<file path="config.mk">
export PLATFORM = sky130hd
export DESIGN_NAME = combiner_aggregator_status
export DESIGN_NICKNAME = d
export VERILOG_FILES = /design/src/include/agg_status_pkg.sv /design/src/hw/combiner_aggregator_status.sv
export SDC_FILE = /design/constraint.sdc
export NUM_CORES = 2
export LEC_CHECK = 0
export BUFFER_PORTS_ARGS = -buffer_cell sky130_fd_sc_hd__buf_2
export CAP_MARGIN = 20
export CORE_MARGIN = 2
export CORE_UTILIZATION = 45
export CTS_BUF_LIST = sky130_fd_sc_hd__clkbuf_8
export CTS_CLUSTER_SIZE = 16
export DETAILED_ROUTE_END_ITERATION = 8
export PLACE_DENSITY = 0.69
export SLEW_MARGIN = 10
export SYNTH_ARGS = -nofsm -noshare
export SYNTH_HDL_FRONTEND = slang
export SYNTH_SLANG_ARGS = --single-unit
export TNS_END_PERCENT = 100
</file>
<file path="constraint.sdc">
create_clock -name mclk -period 17.71 [get_ports mclk]
set_input_delay 0.8855 -clock mclk [delete_from_list [all_inputs] [get_ports mclk]]
set_output_delay 0.8855 -clock mclk [all_outputs]
set_load 0.05 [all_outputs]
</file>
<file path="src/include/agg_status_pkg.sv">
// Package with register map, field layout and types of the status bank.
package agg_status_pkg;
   localparam int unsigned NUM_LINKS      = 6;
   localparam int unsigned ADDR_W         = 12;
   localparam int unsigned DATA_W         = 32;
   localparam int unsigned CARRIER_FLAGS  = 16;
   localparam int unsigned SLOTS_PER_REG  = 21;
   localparam int unsigned HDR_REGS       = 4;
   localparam int unsigned SLOTS_TOTAL    = 84;
   // Byte offsets; each link takes a block of LINK_STRIDE bytes.
   localparam logic [11:0] COMBINER_OFFSET      = 12'h000;
   localparam logic [11:0] IRQ_STATUS_OFFSET    = 12'h004;
   localparam logic [11:0] IRQ_CLEAR_OFFSET     = 12'h008;
   localparam logic [11:0] IRQ_ENABLE_OFFSET    = 12'h00c;
   localparam logic [11:0] LINK_BASE_OFFSET     = 12'h100;
   localparam logic [11:0] LINK_STRIDE          = 12'h020;
   localparam logic [4:0]  SUM_OVF_WORD         = 5'h00;
   localparam logic [4:0]  HDR_WORD0            = 5'h10;
   // Combiner status field positions.
   localparam int unsigned OVF_LSB   = 16;
   localparam int unsigned UNF_LSB   = 8;
   localparam int unsigned ALIGN_LSB = 0;
   localparam int unsigned NUM_COMBINERS = 2;
   localparam logic [31:0] STATUS_RESET = 32'h0000_0000;
   // Interrupt event bits: 0 combiner, 1..6 aggregator per link.
   localparam int unsigned IRQ_W = 7;
   localparam logic [31:0] UNMAPPED_READ = 32'h0000_0000;

   typedef struct packed {
      logic [NUM_LINKS-1:0]     ovf;
      logic [NUM_LINKS-1:0]     unf;
      logic [NUM_COMBINERS-1:0] align;
   } combiner_flags_type;

   typedef struct packed {
      logic [CARRIER_FLAGS-1:0] sum_ovf;
      logic [SLOTS_TOTAL-1:0]   header_error_slot_flags;
   } link_events_type;

   typedef struct packed {
      logic              wr;
      logic              rd;
      logic [11:0]       addr;
      logic [31:0]       wdata;
   } reg_req_type;
endpackage

</file>
<file path="src/hw/combiner_aggregator_status.sv">
// Combiner and aggregator status register bank with interrupt.
//
// Notes on behaviour
// - Bits 21..16 of the combiner status show per-link output queue overflow.
// - Bits 13..8 of the combiner status show per-link output queue underflow.
// - Bits 1..0 of the combiner status show alignment error per combiner.
// - Writing one to a live aggregator bit inverts that bit.
// - A hardware detection in the clearing cycle keeps the bit set.
// - Each link has sixteen carrier summation overflow flags, upper bits zero.
// - Header errors cover 84 slots, 21 per register, four registers a link.
// - The first header register bit n reports slot n.
// - The second header register bit n reports slot 21 plus n.
// - The third header register bit n reports slot 42 plus n.
// - The fourth header register bit n reports slot 63 plus n.
// - Every link has its own identical set of these five registers.
// - All status bits read zero after reset.
// - Writes to the combiner status register change nothing.
//
// Design decisions made here: the address map and the plain strobed port.
`timescale 1ns/1ps
`default_nettype none
module combiner_aggregator_status
   import agg_status_pkg::*;
(
   input  wire logic               mclk,
   input  wire logic               rst,
   input  wire logic [ADDR_W-1:0]  reg_addr,
   input  wire logic [DATA_W-1:0]  reg_wdata,
   input  wire logic               reg_wr,
   input  wire logic               reg_rd,
   output logic      [DATA_W-1:0]  reg_rdata,
   input  wire combiner_flags_type combiner_flags,
   input  wire link_events_type    link_events [NUM_LINKS],
   output logic                    irq
);
   initial begin
      if (NUM_LINKS != 6 || SLOTS_TOTAL != HDR_REGS * SLOTS_PER_REG)
         $error("Unsupported link or slot count.");
   end

   reg_req_type req;
   assign req = '{wr: reg_wr, rd: reg_rd, addr: reg_addr, wdata: reg_wdata};

   logic [DATA_W-1:0] combiner_q;
   logic [CARRIER_FLAGS-1:0] sum_q [NUM_LINKS];
   logic [SLOTS_TOTAL-1:0]   hdr_q [NUM_LINKS];
   logic [IRQ_W-1:0]         irq_status_q;
   logic [IRQ_W-1:0]         irq_enable_q;

   // Link index of a per-link address, or NUM_LINKS when outside the blocks.
   function automatic logic [2:0] link_of(input logic [11:0] a);
      logic [11:0] rel;
      rel = a - LINK_BASE_OFFSET;
      if (a < LINK_BASE_OFFSET || rel >= 12'(NUM_LINKS) * LINK_STRIDE)
         return 3'(NUM_LINKS);
      return rel[7:5];
   endfunction

   // Byte offset of the addressed word within a link block.
   function automatic logic [4:0] word_of(input logic [11:0] a);
      return {2'b00, a[4:2]} << 2;
   endfunction

   // Combiner status mirrors live flags; it has no write path.
   always_ff @(posedge mclk or posedge rst) begin
      if (rst) begin
         combiner_q <= STATUS_RESET;
      end else begin
         combiner_q <= STATUS_RESET;
         combiner_q[OVF_LSB +: NUM_LINKS] <= combiner_flags.ovf;
         combiner_q[UNF_LSB +: NUM_LINKS] <= combiner_flags.unf;
         combiner_q[ALIGN_LSB +: NUM_COMBINERS] <= combiner_flags.align;
      end
   end

   genvar g;
   generate
      for (g = 0; g < NUM_LINKS; g++) begin : g_link
         logic hit;
         logic [4:0] wsel;
         assign hit  = req.wr && link_of(req.addr) == 3'(g);
         assign wsel = word_of(req.addr);

         always_ff @(posedge mclk or posedge rst) begin
            if (rst) begin
               sum_q[g] <= '0;
            end else begin
               // Invert, then OR in new detections so the set wins.
               sum_q[g] <= (sum_q[g] ^ ((hit && wsel == SUM_OVF_WORD) ?
                           req.wdata[CARRIER_FLAGS-1:0] : '0))
                           | link_events[g].sum_ovf;
            end
         end

         for (genvar r = 0; r < HDR_REGS; r++) begin : g_hdr
            always_ff @(posedge mclk or posedge rst) begin
               if (rst) begin
                  hdr_q[g][r*SLOTS_PER_REG +: SLOTS_PER_REG] <= '0;
               end else begin
                  // Register r bit n is slot 21*r+n.
                  hdr_q[g][r*SLOTS_PER_REG +: SLOTS_PER_REG] <=
                     (hdr_q[g][r*SLOTS_PER_REG +: SLOTS_PER_REG] ^
                      ((hit && wsel == HDR_WORD0 + 5'(4 * r)) ?
                       req.wdata[SLOTS_PER_REG-1:0] : '0))
                     | link_events[g].header_error_slot_flags[r*SLOTS_PER_REG +: SLOTS_PER_REG];
               end
            end
         end
      end
   endgenerate

   // Interrupt events: any new detection sets a sticky bit.
   logic [IRQ_W-1:0] irq_event;
   always_comb begin
      irq_event = '0;
      irq_event[0] = |combiner_flags;
      for (int i = 0; i < NUM_LINKS; i++)
         irq_event[i+1] = |link_events[i];
   end

   always_ff @(posedge mclk or posedge rst) begin
      if (rst) begin
         irq_status_q <= '0;
      end else begin
         irq_status_q <= (irq_status_q & ~((req.wr &&
                          req.addr == IRQ_CLEAR_OFFSET) ?
                          req.wdata[IRQ_W-1:0] : '0)) | irq_event;
      end
   end

   always_ff @(posedge mclk or posedge rst) begin
      if (rst) begin
         irq_enable_q <= '0;
      end else if (req.wr && req.addr == IRQ_ENABLE_OFFSET) begin
         irq_enable_q <= req.wdata[IRQ_W-1:0];
      end
   end

   always_ff @(posedge mclk or posedge rst) begin
      if (rst) begin
         irq <= 1'b0;
      end else begin
         irq <= |(((irq_status_q & ~((req.wr && req.addr == IRQ_CLEAR_OFFSET)
                ? req.wdata[IRQ_W-1:0] : '0)) | irq_event) &
                ((req.wr && req.addr == IRQ_ENABLE_OFFSET) ?
                 req.wdata[IRQ_W-1:0] : irq_enable_q));
      end
   end

   // Read data stand one cycle after the read strobe only.
   always_ff @(posedge mclk or posedge rst) begin
      if (rst) begin
         reg_rdata <= '0;
      end else if (!req.rd) begin
         reg_rdata <= '0;
      end else if (req.addr == COMBINER_OFFSET) begin
         reg_rdata <= combiner_q;
      end else if (req.addr == IRQ_STATUS_OFFSET) begin
         reg_rdata <= 32'(irq_status_q);
      end else if (req.addr == IRQ_ENABLE_OFFSET) begin
         reg_rdata <= 32'(irq_enable_q);
      end else if (link_of(req.addr) < 3'(NUM_LINKS) &&
                   req.addr[1:0] == 2'b00) begin
         if (word_of(req.addr) == SUM_OVF_WORD)
            reg_rdata <= 32'(sum_q[link_of(req.addr)]);
         else if (word_of(req.addr) >= HDR_WORD0)
            reg_rdata <= 32'(hdr_q[link_of(req.addr)][
               (word_of(req.addr) - HDR_WORD0) / 4 * SLOTS_PER_REG
               +: SLOTS_PER_REG]);
         else
            reg_rdata <= UNMAPPED_READ;
      end else begin
         reg_rdata <= UNMAPPED_READ;
      end
   end

   // Helper for the toggle check.
   logic [4:0] wsel_a;
   logic [2:0] lnk_a;
   assign wsel_a = word_of(req.addr);
   assign lnk_a  = link_of(req.addr);
endmodule
`default_nettype wire

</file>
Yosys cells after proc, flatten, opt, wreduce, memory -nomap -nowiden
Index checks and enable logic that the tools add are counted.

cells by class
  muxes and demuxes = 85
  add/sub/neg operators = 2
  reductions and logical operators = 52
  shift-type cells = 1
  eq/ne operators = 12
  bitwise operators = 66
  multiply operators = 1
  $lt $le $gt $ge = 6

operators by type and width
  cell                   number
  $reduce_or 100->1      6
  $mux 21                26
  $or 21x21->21          24
  $xor 21x21->21         24
  $bmux 84 s3            1
  $mux 84                2
  $mux 32                5
  $mux 16                8
  $or 16x16->16          6
  $xor 16x16->16         6
  $shiftx 84x33->21      1
  $mux 3                 22
  $bmux 16 s3            1
  $logic_and 1x1->1      39
  $mul 30x5->32 const B  1
  $eq 12x4->1 const B    2
  $eq 3x3->1 const B     6
  $mux 1                 18
  $and 7x7->7            2
  $mux 7                 2
  $reduce_or 14->1       1
  $eq 12x3->1 const B    1
  $ge 12x8->1 const B    1
  $logic_not 12->1       1
  other kinds (16)       19

storage, ports and cells
  logic and storage cells = 260
  register bits after elaboration = 661

Depth between registers and ports, before layout
  depth in word-level cells = 40
  mapped depth = 24

Worst setup path after synthesis
OpenSTA, ideal clock, no wires.

  kind = input -> register
  start = input port reg_addr[3]
  end = register reg_rdata[17]
  arrival = 6.296 ns
  required time = 17.587 ns
  path slack = 11.291 ns
  stages on the path = 22
  library setup time = 0.123 ns
  cell sequence = buf_2 > inv_1 > buf_2 > buf_2 > buf_2 > buf_2 > fa_1 > clkbuf_1 > clkinv_1 > clkbuf_1 > clkbuf_1 > ha_1 > ha_1 > nand3_1 > o22ai_2 > mux2i_1 > nor2_2 > buf_4 > a221o_1 > a211o_1 > a221oi_2 > o21ai_1

between the ends
  cells in the longest elaborated chain, start to end = 31

RTL lines
  what                  line                               source
  start, declared       combiner_aggregator_status.sv:27   input wire logic [ADDR_W-1:0] reg_addr,
  $sub 12x9->12         n/a
  $ge 12x8->1           n/a
  $logic_or 1x1->1      n/a
  $mux 1                combiner_aggregator_status.sv:54   if (a < LINK_BASE_OFFSET || rel >= 12'(NUM_LINKS) * LINK_STRIDE)
  $mux 1                combiner_aggregator_status.sv:166  else if (word_of(req.addr) >= HDR_WORD0)
  $mux 1                combiner_aggregator_status.sv:164  if (word_of(req.addr) == SUM_OVF_WORD)
  $mux 1                combiner_aggregator_status.sv:162  end else if (link_of(req.addr) < 3'(NUM_LINKS) &&
  $mux 1                combiner_aggregator_status.sv:160  end else if (req.addr == IRQ_ENABLE_OFFSET) begin
  [15 not listed]       n/a
  $shiftx 84x33->21     combiner_aggregator_status.sv:167  reg_rdata <= 32'(hdr_q[link_of(req.addr)][
  $mux 21               combiner_aggregator_status.sv:166
  $mux 21               combiner_aggregator_status.sv:164
  $mux 32               combiner_aggregator_status.sv:162
  $mux 32               combiner_aggregator_status.sv:160
  $mux 32               combiner_aggregator_status.sv:158  end else if (req.addr == IRQ_STATUS_OFFSET) begin
  $mux 32 *             combiner_aggregator_status.sv:156  end else if (req.addr == COMBINER_OFFSET) begin
  $mux 32 *             combiner_aggregator_status.sv:154  end else if (!req.rd) begin
  end signal, assigned  combiner_aggregator_status.sv:157  reg_rdata <= combiner_q;
  end signal, assigned  combiner_aggregator_status.sv:159  reg_rdata <= 32'(irq_status_q);
  end signal, assigned  combiner_aggregator_status.sv:161  reg_rdata <= 32'(irq_enable_q);
  end, declared         combiner_aggregator_status.sv:31   output logic [DATA_W-1:0] reg_rdata,

Every way passes the cells marked *; elsewhere a longest branch is shown, timed or not. The select of a mux whose other input is x is not followed.

Final worst setup path
  start = input port reg_addr[4]
  end = register reg_rdata[20]

Same word-level chain as after synthesis.

==> impl_metrics.ini <==
[clock_tree]
cts_buffer_depth = 3
clk_latency_ns = 0.84
ctsHtreeMaxLevel = 3
cts.sinks = 651
clkTransAtPathRegs_ns = 0.06
cts_setup_buffers = 0
cts_tree = built
numCtsBuffers = 112
holdBufCountCts = 0
cts_resized = 0
cts-root-buf = clkbuf_8

[logic_synthesis]
synth-seq-cells = 651
synth_top_cells_by_area = dfrtp_1, o21bai_1, and3_1
synthCells = 4501
synth_top_cell_area_share = 0.3932
synth_top_area_cell = dfrtp_1
synth_edf_count = 0
ys.flop_type = dfrtp_1
synth.avg_cell_area_um2 = 9.206
yosysWarnings = 0
ys_async_sr_fraction = 1.000
ys_seq_area_frac = 0.3932
synth_cell_types = 95
synthesis.area_mm2 = 0.04144

[critical_path]
rr_startpoint = hdr_q[450]$_DFF_PP0_
crit_path_end_kind = register
ff2ff_path_depth = 10
crit_fanout = 24
r2r-end = reg_rdata[6]$_DFF_PP0_
r2r_slack_ns = 13.21
critPathKind = input pin to register
crit_path_start_kind = input pin
cp_data_arrival_time_ns = 7.85
worstPathRequired_ns = 18.35

[sta]
setup_viol = 0
rsz0062_at_grt = no
finalCriticalPeriod_ns = 7.206
tightest_slew_ns = 1.284
fmax_mhz = 138.8
slew-limit-headroom = 0.1362
skew_ns = 0.04268
fin_crit_sh = 0.4069
setup-tns-final_ns = 0
drv_slew = 0
hold_viol = 0

[route]
detail_route.iter0.violations = 7163
first_pass_iters = 9
route.met3.wl_mm = 30.40
met1_length_mm = 84.83
totalWireLength_mm = 232.4
viasPerCell = 7.087
top_layer = met5
drc = 2
routed-wl-met2_mm = 95.63
ant_nets = 0
vias = 44480
wl_per_cell_um = 37.03

[pwr]
power.density_mw_per_mm2 = 77.47
leakagePower_uw = 0.02307
irDropWorstVdd_mv = 0.06261

[global_routing]
antenna_found_initial = 23
grt_pass1_wl_mm = 316.4
grt_max_degree = 162
grt_overflow = 0
grt_pass1_vias = 40140
track_usage = 0.4793

[floorplan]
rows = 111
initial_core_util = 0.4527
dieArea_mm2 = 0.09452
die_x_um = 307.4
io_pins = 695
core_mm2 = 0.09152
die_y_um = 307.4

[min_path]
hp-class = input pin to register
hold_path_end = combiner_q[20]$_DFF_PP0_
hold_depth = 1
holdCritStartpoint = combiner_flags[12]

[layout]
area_growth_syn_to_layout_pct = 15.71
seq_area_mm2 = 0.01629
multi_input_area_mm2 = 0.02330
layout_common_cells = a21oi_1, buf_2, dfrtp_1, and3_1, o21bai_1
fill_cells = 8597
num-nets-final = 5661
layout-drive-gt1-share = 0.2257
final_cells = 6277

[placed_design]
dp.cells = 6053
hpwl_mm = 177.6
io_buffers = 673
gp_congestion = 1.063

[job]
drv_cap = 0

[status]
violations = DRC
run_status = finished with violations
==> routing by layer <==
layer / vias to the layer above / global-route usage
met5: - / 0.007752
met2: 3520 / 0.6793
met1: 22010 / 0.6150
met4: 24 / 0.3596
li1: 18200 / -
met3: 728 / 0.1423
==> per-stage QoR <==
stage	hold WS, ns	setup WS, ns	cell area [um^2]	utilization	total power, uW
floorplan	0.4241	7.928	41470	-	1854
global placement	0.4361	9.962	45340	0.4954	2186
detailed placement	0.4479	9.883	45350	0.4955	2179
CTS	0.1734	10.71	47830	0.5226	3682
global route	0.1996	10.34	47920	0.5236	3787
finish	0.2043	10.50	47940	0.5238	3714
==> kinds of logic (layout without fill, tap and decap cells) <==
group                      count (synthesis)  count (layout)  share of synthesized area
and+or+nand+nor                         1285            1285                     0.1744
other                                      1              23                 0.00009050
xor gates and xnor gates                   9               9                   0.001902
adders and majority gates                 11              11                   0.003865
DFF                                      651             651                     0.3932
buffers and inverters                    441            1009                    0.04883
muxes                                    327             327                    0.09608
AOI/OAI and AO/OA                       1776            1776                     0.2817
==> worst max path at each step <==
stage | cells past startpoint | to | slack, ns | startpoint
global placement | 17 | reg_rdata[20]$_DFF_PP0_ | 9.96 | reg_addr[4]
floorplan | 1 | combiner_q[0]$_DFF_PP0_ | 7.93 | rst
CTS | 17 | reg_rdata[20]$_DFF_PP0_ | 10.71 | reg_addr[4]
global route | 17 | reg_rdata[20]$_DFF_PP0_ | 10.34 | reg_addr[4]
detailed placement | 17 | reg_rdata[20]$_DFF_PP0_ | 9.88 | reg_addr[4]
finish | 17 | reg_rdata[20]$_DFF_PP0_ | 10.50 | reg_addr[4]
==> Yosys cell counts, types with 18 or more instances <==
cell type  number
nor2_1        164
nand2_1       135
o21bai_1      600
o211ai_1       18
a22o_1         18
a22oi_1        36
dfrtp_1       651
a211oi_1       23
mux2_2         78
a21oi_1       673
nand4_1        41
mux2i_1       198
buf_1          35
o21ai_0        75
inv_1          18
o22ai_1        70
nor3_1         49
clkbuf_1      268
nor4_1        172
o221ai_1       44
and3_1        607
a2bb2oi_1      28
buf_2          71
mux4_2         48
buf_4          26
o21ai_1        19
nand3_1        63
==> worst max-delay path: stages <==
cell	delay, ns
buf_2	0.42
clkinv_1	0.72
ha_1	0.47
inv_1	0.07
fa_1	0.42
clkinv_1	0.26
ha_1	0.30
ha_1	0.46
nand3_1	0.13
o22ai_2	0.59
mux2_2	0.66
nand2_1	0.65
o22ai_1	0.32
o21ai_0	0.28
o21ba_2	0.19
o41ai_1	0.85
o31ai_1	0.12
==> state kept, by name, indices dropped and copies added, names as in the netlist <==
name	cells
combiner_q	14
hdr_q	504
irq	1
irq_enable_q	7
irq_status_q	7
reg_rdata	22
sum_q	96
==> cell type report <==
type | count | share of cell area
multi-input combinational | 3418 | 0.4860
sequential | 651 | 0.3398
timing repair buffer | 782 | 0.08902
clock buffer | 153 | 0.04392
tap | 1186 | 0.03095
clock inverter | 51 | 0.007777
inverter | 23 | 0.001879
antenna | 13 | 0.0006785
==> where the power goes <==
part | leakage (uW) | internal [uW] | switching [uW]
logic | 0.0158 | 198 | 497
registers | 0.00588 | 1490 | 1.53
clock network | 0.00140 | 831 | 698
total | 0.0231 | 2520 | 1200
Power figures use the tool's default switching activity.
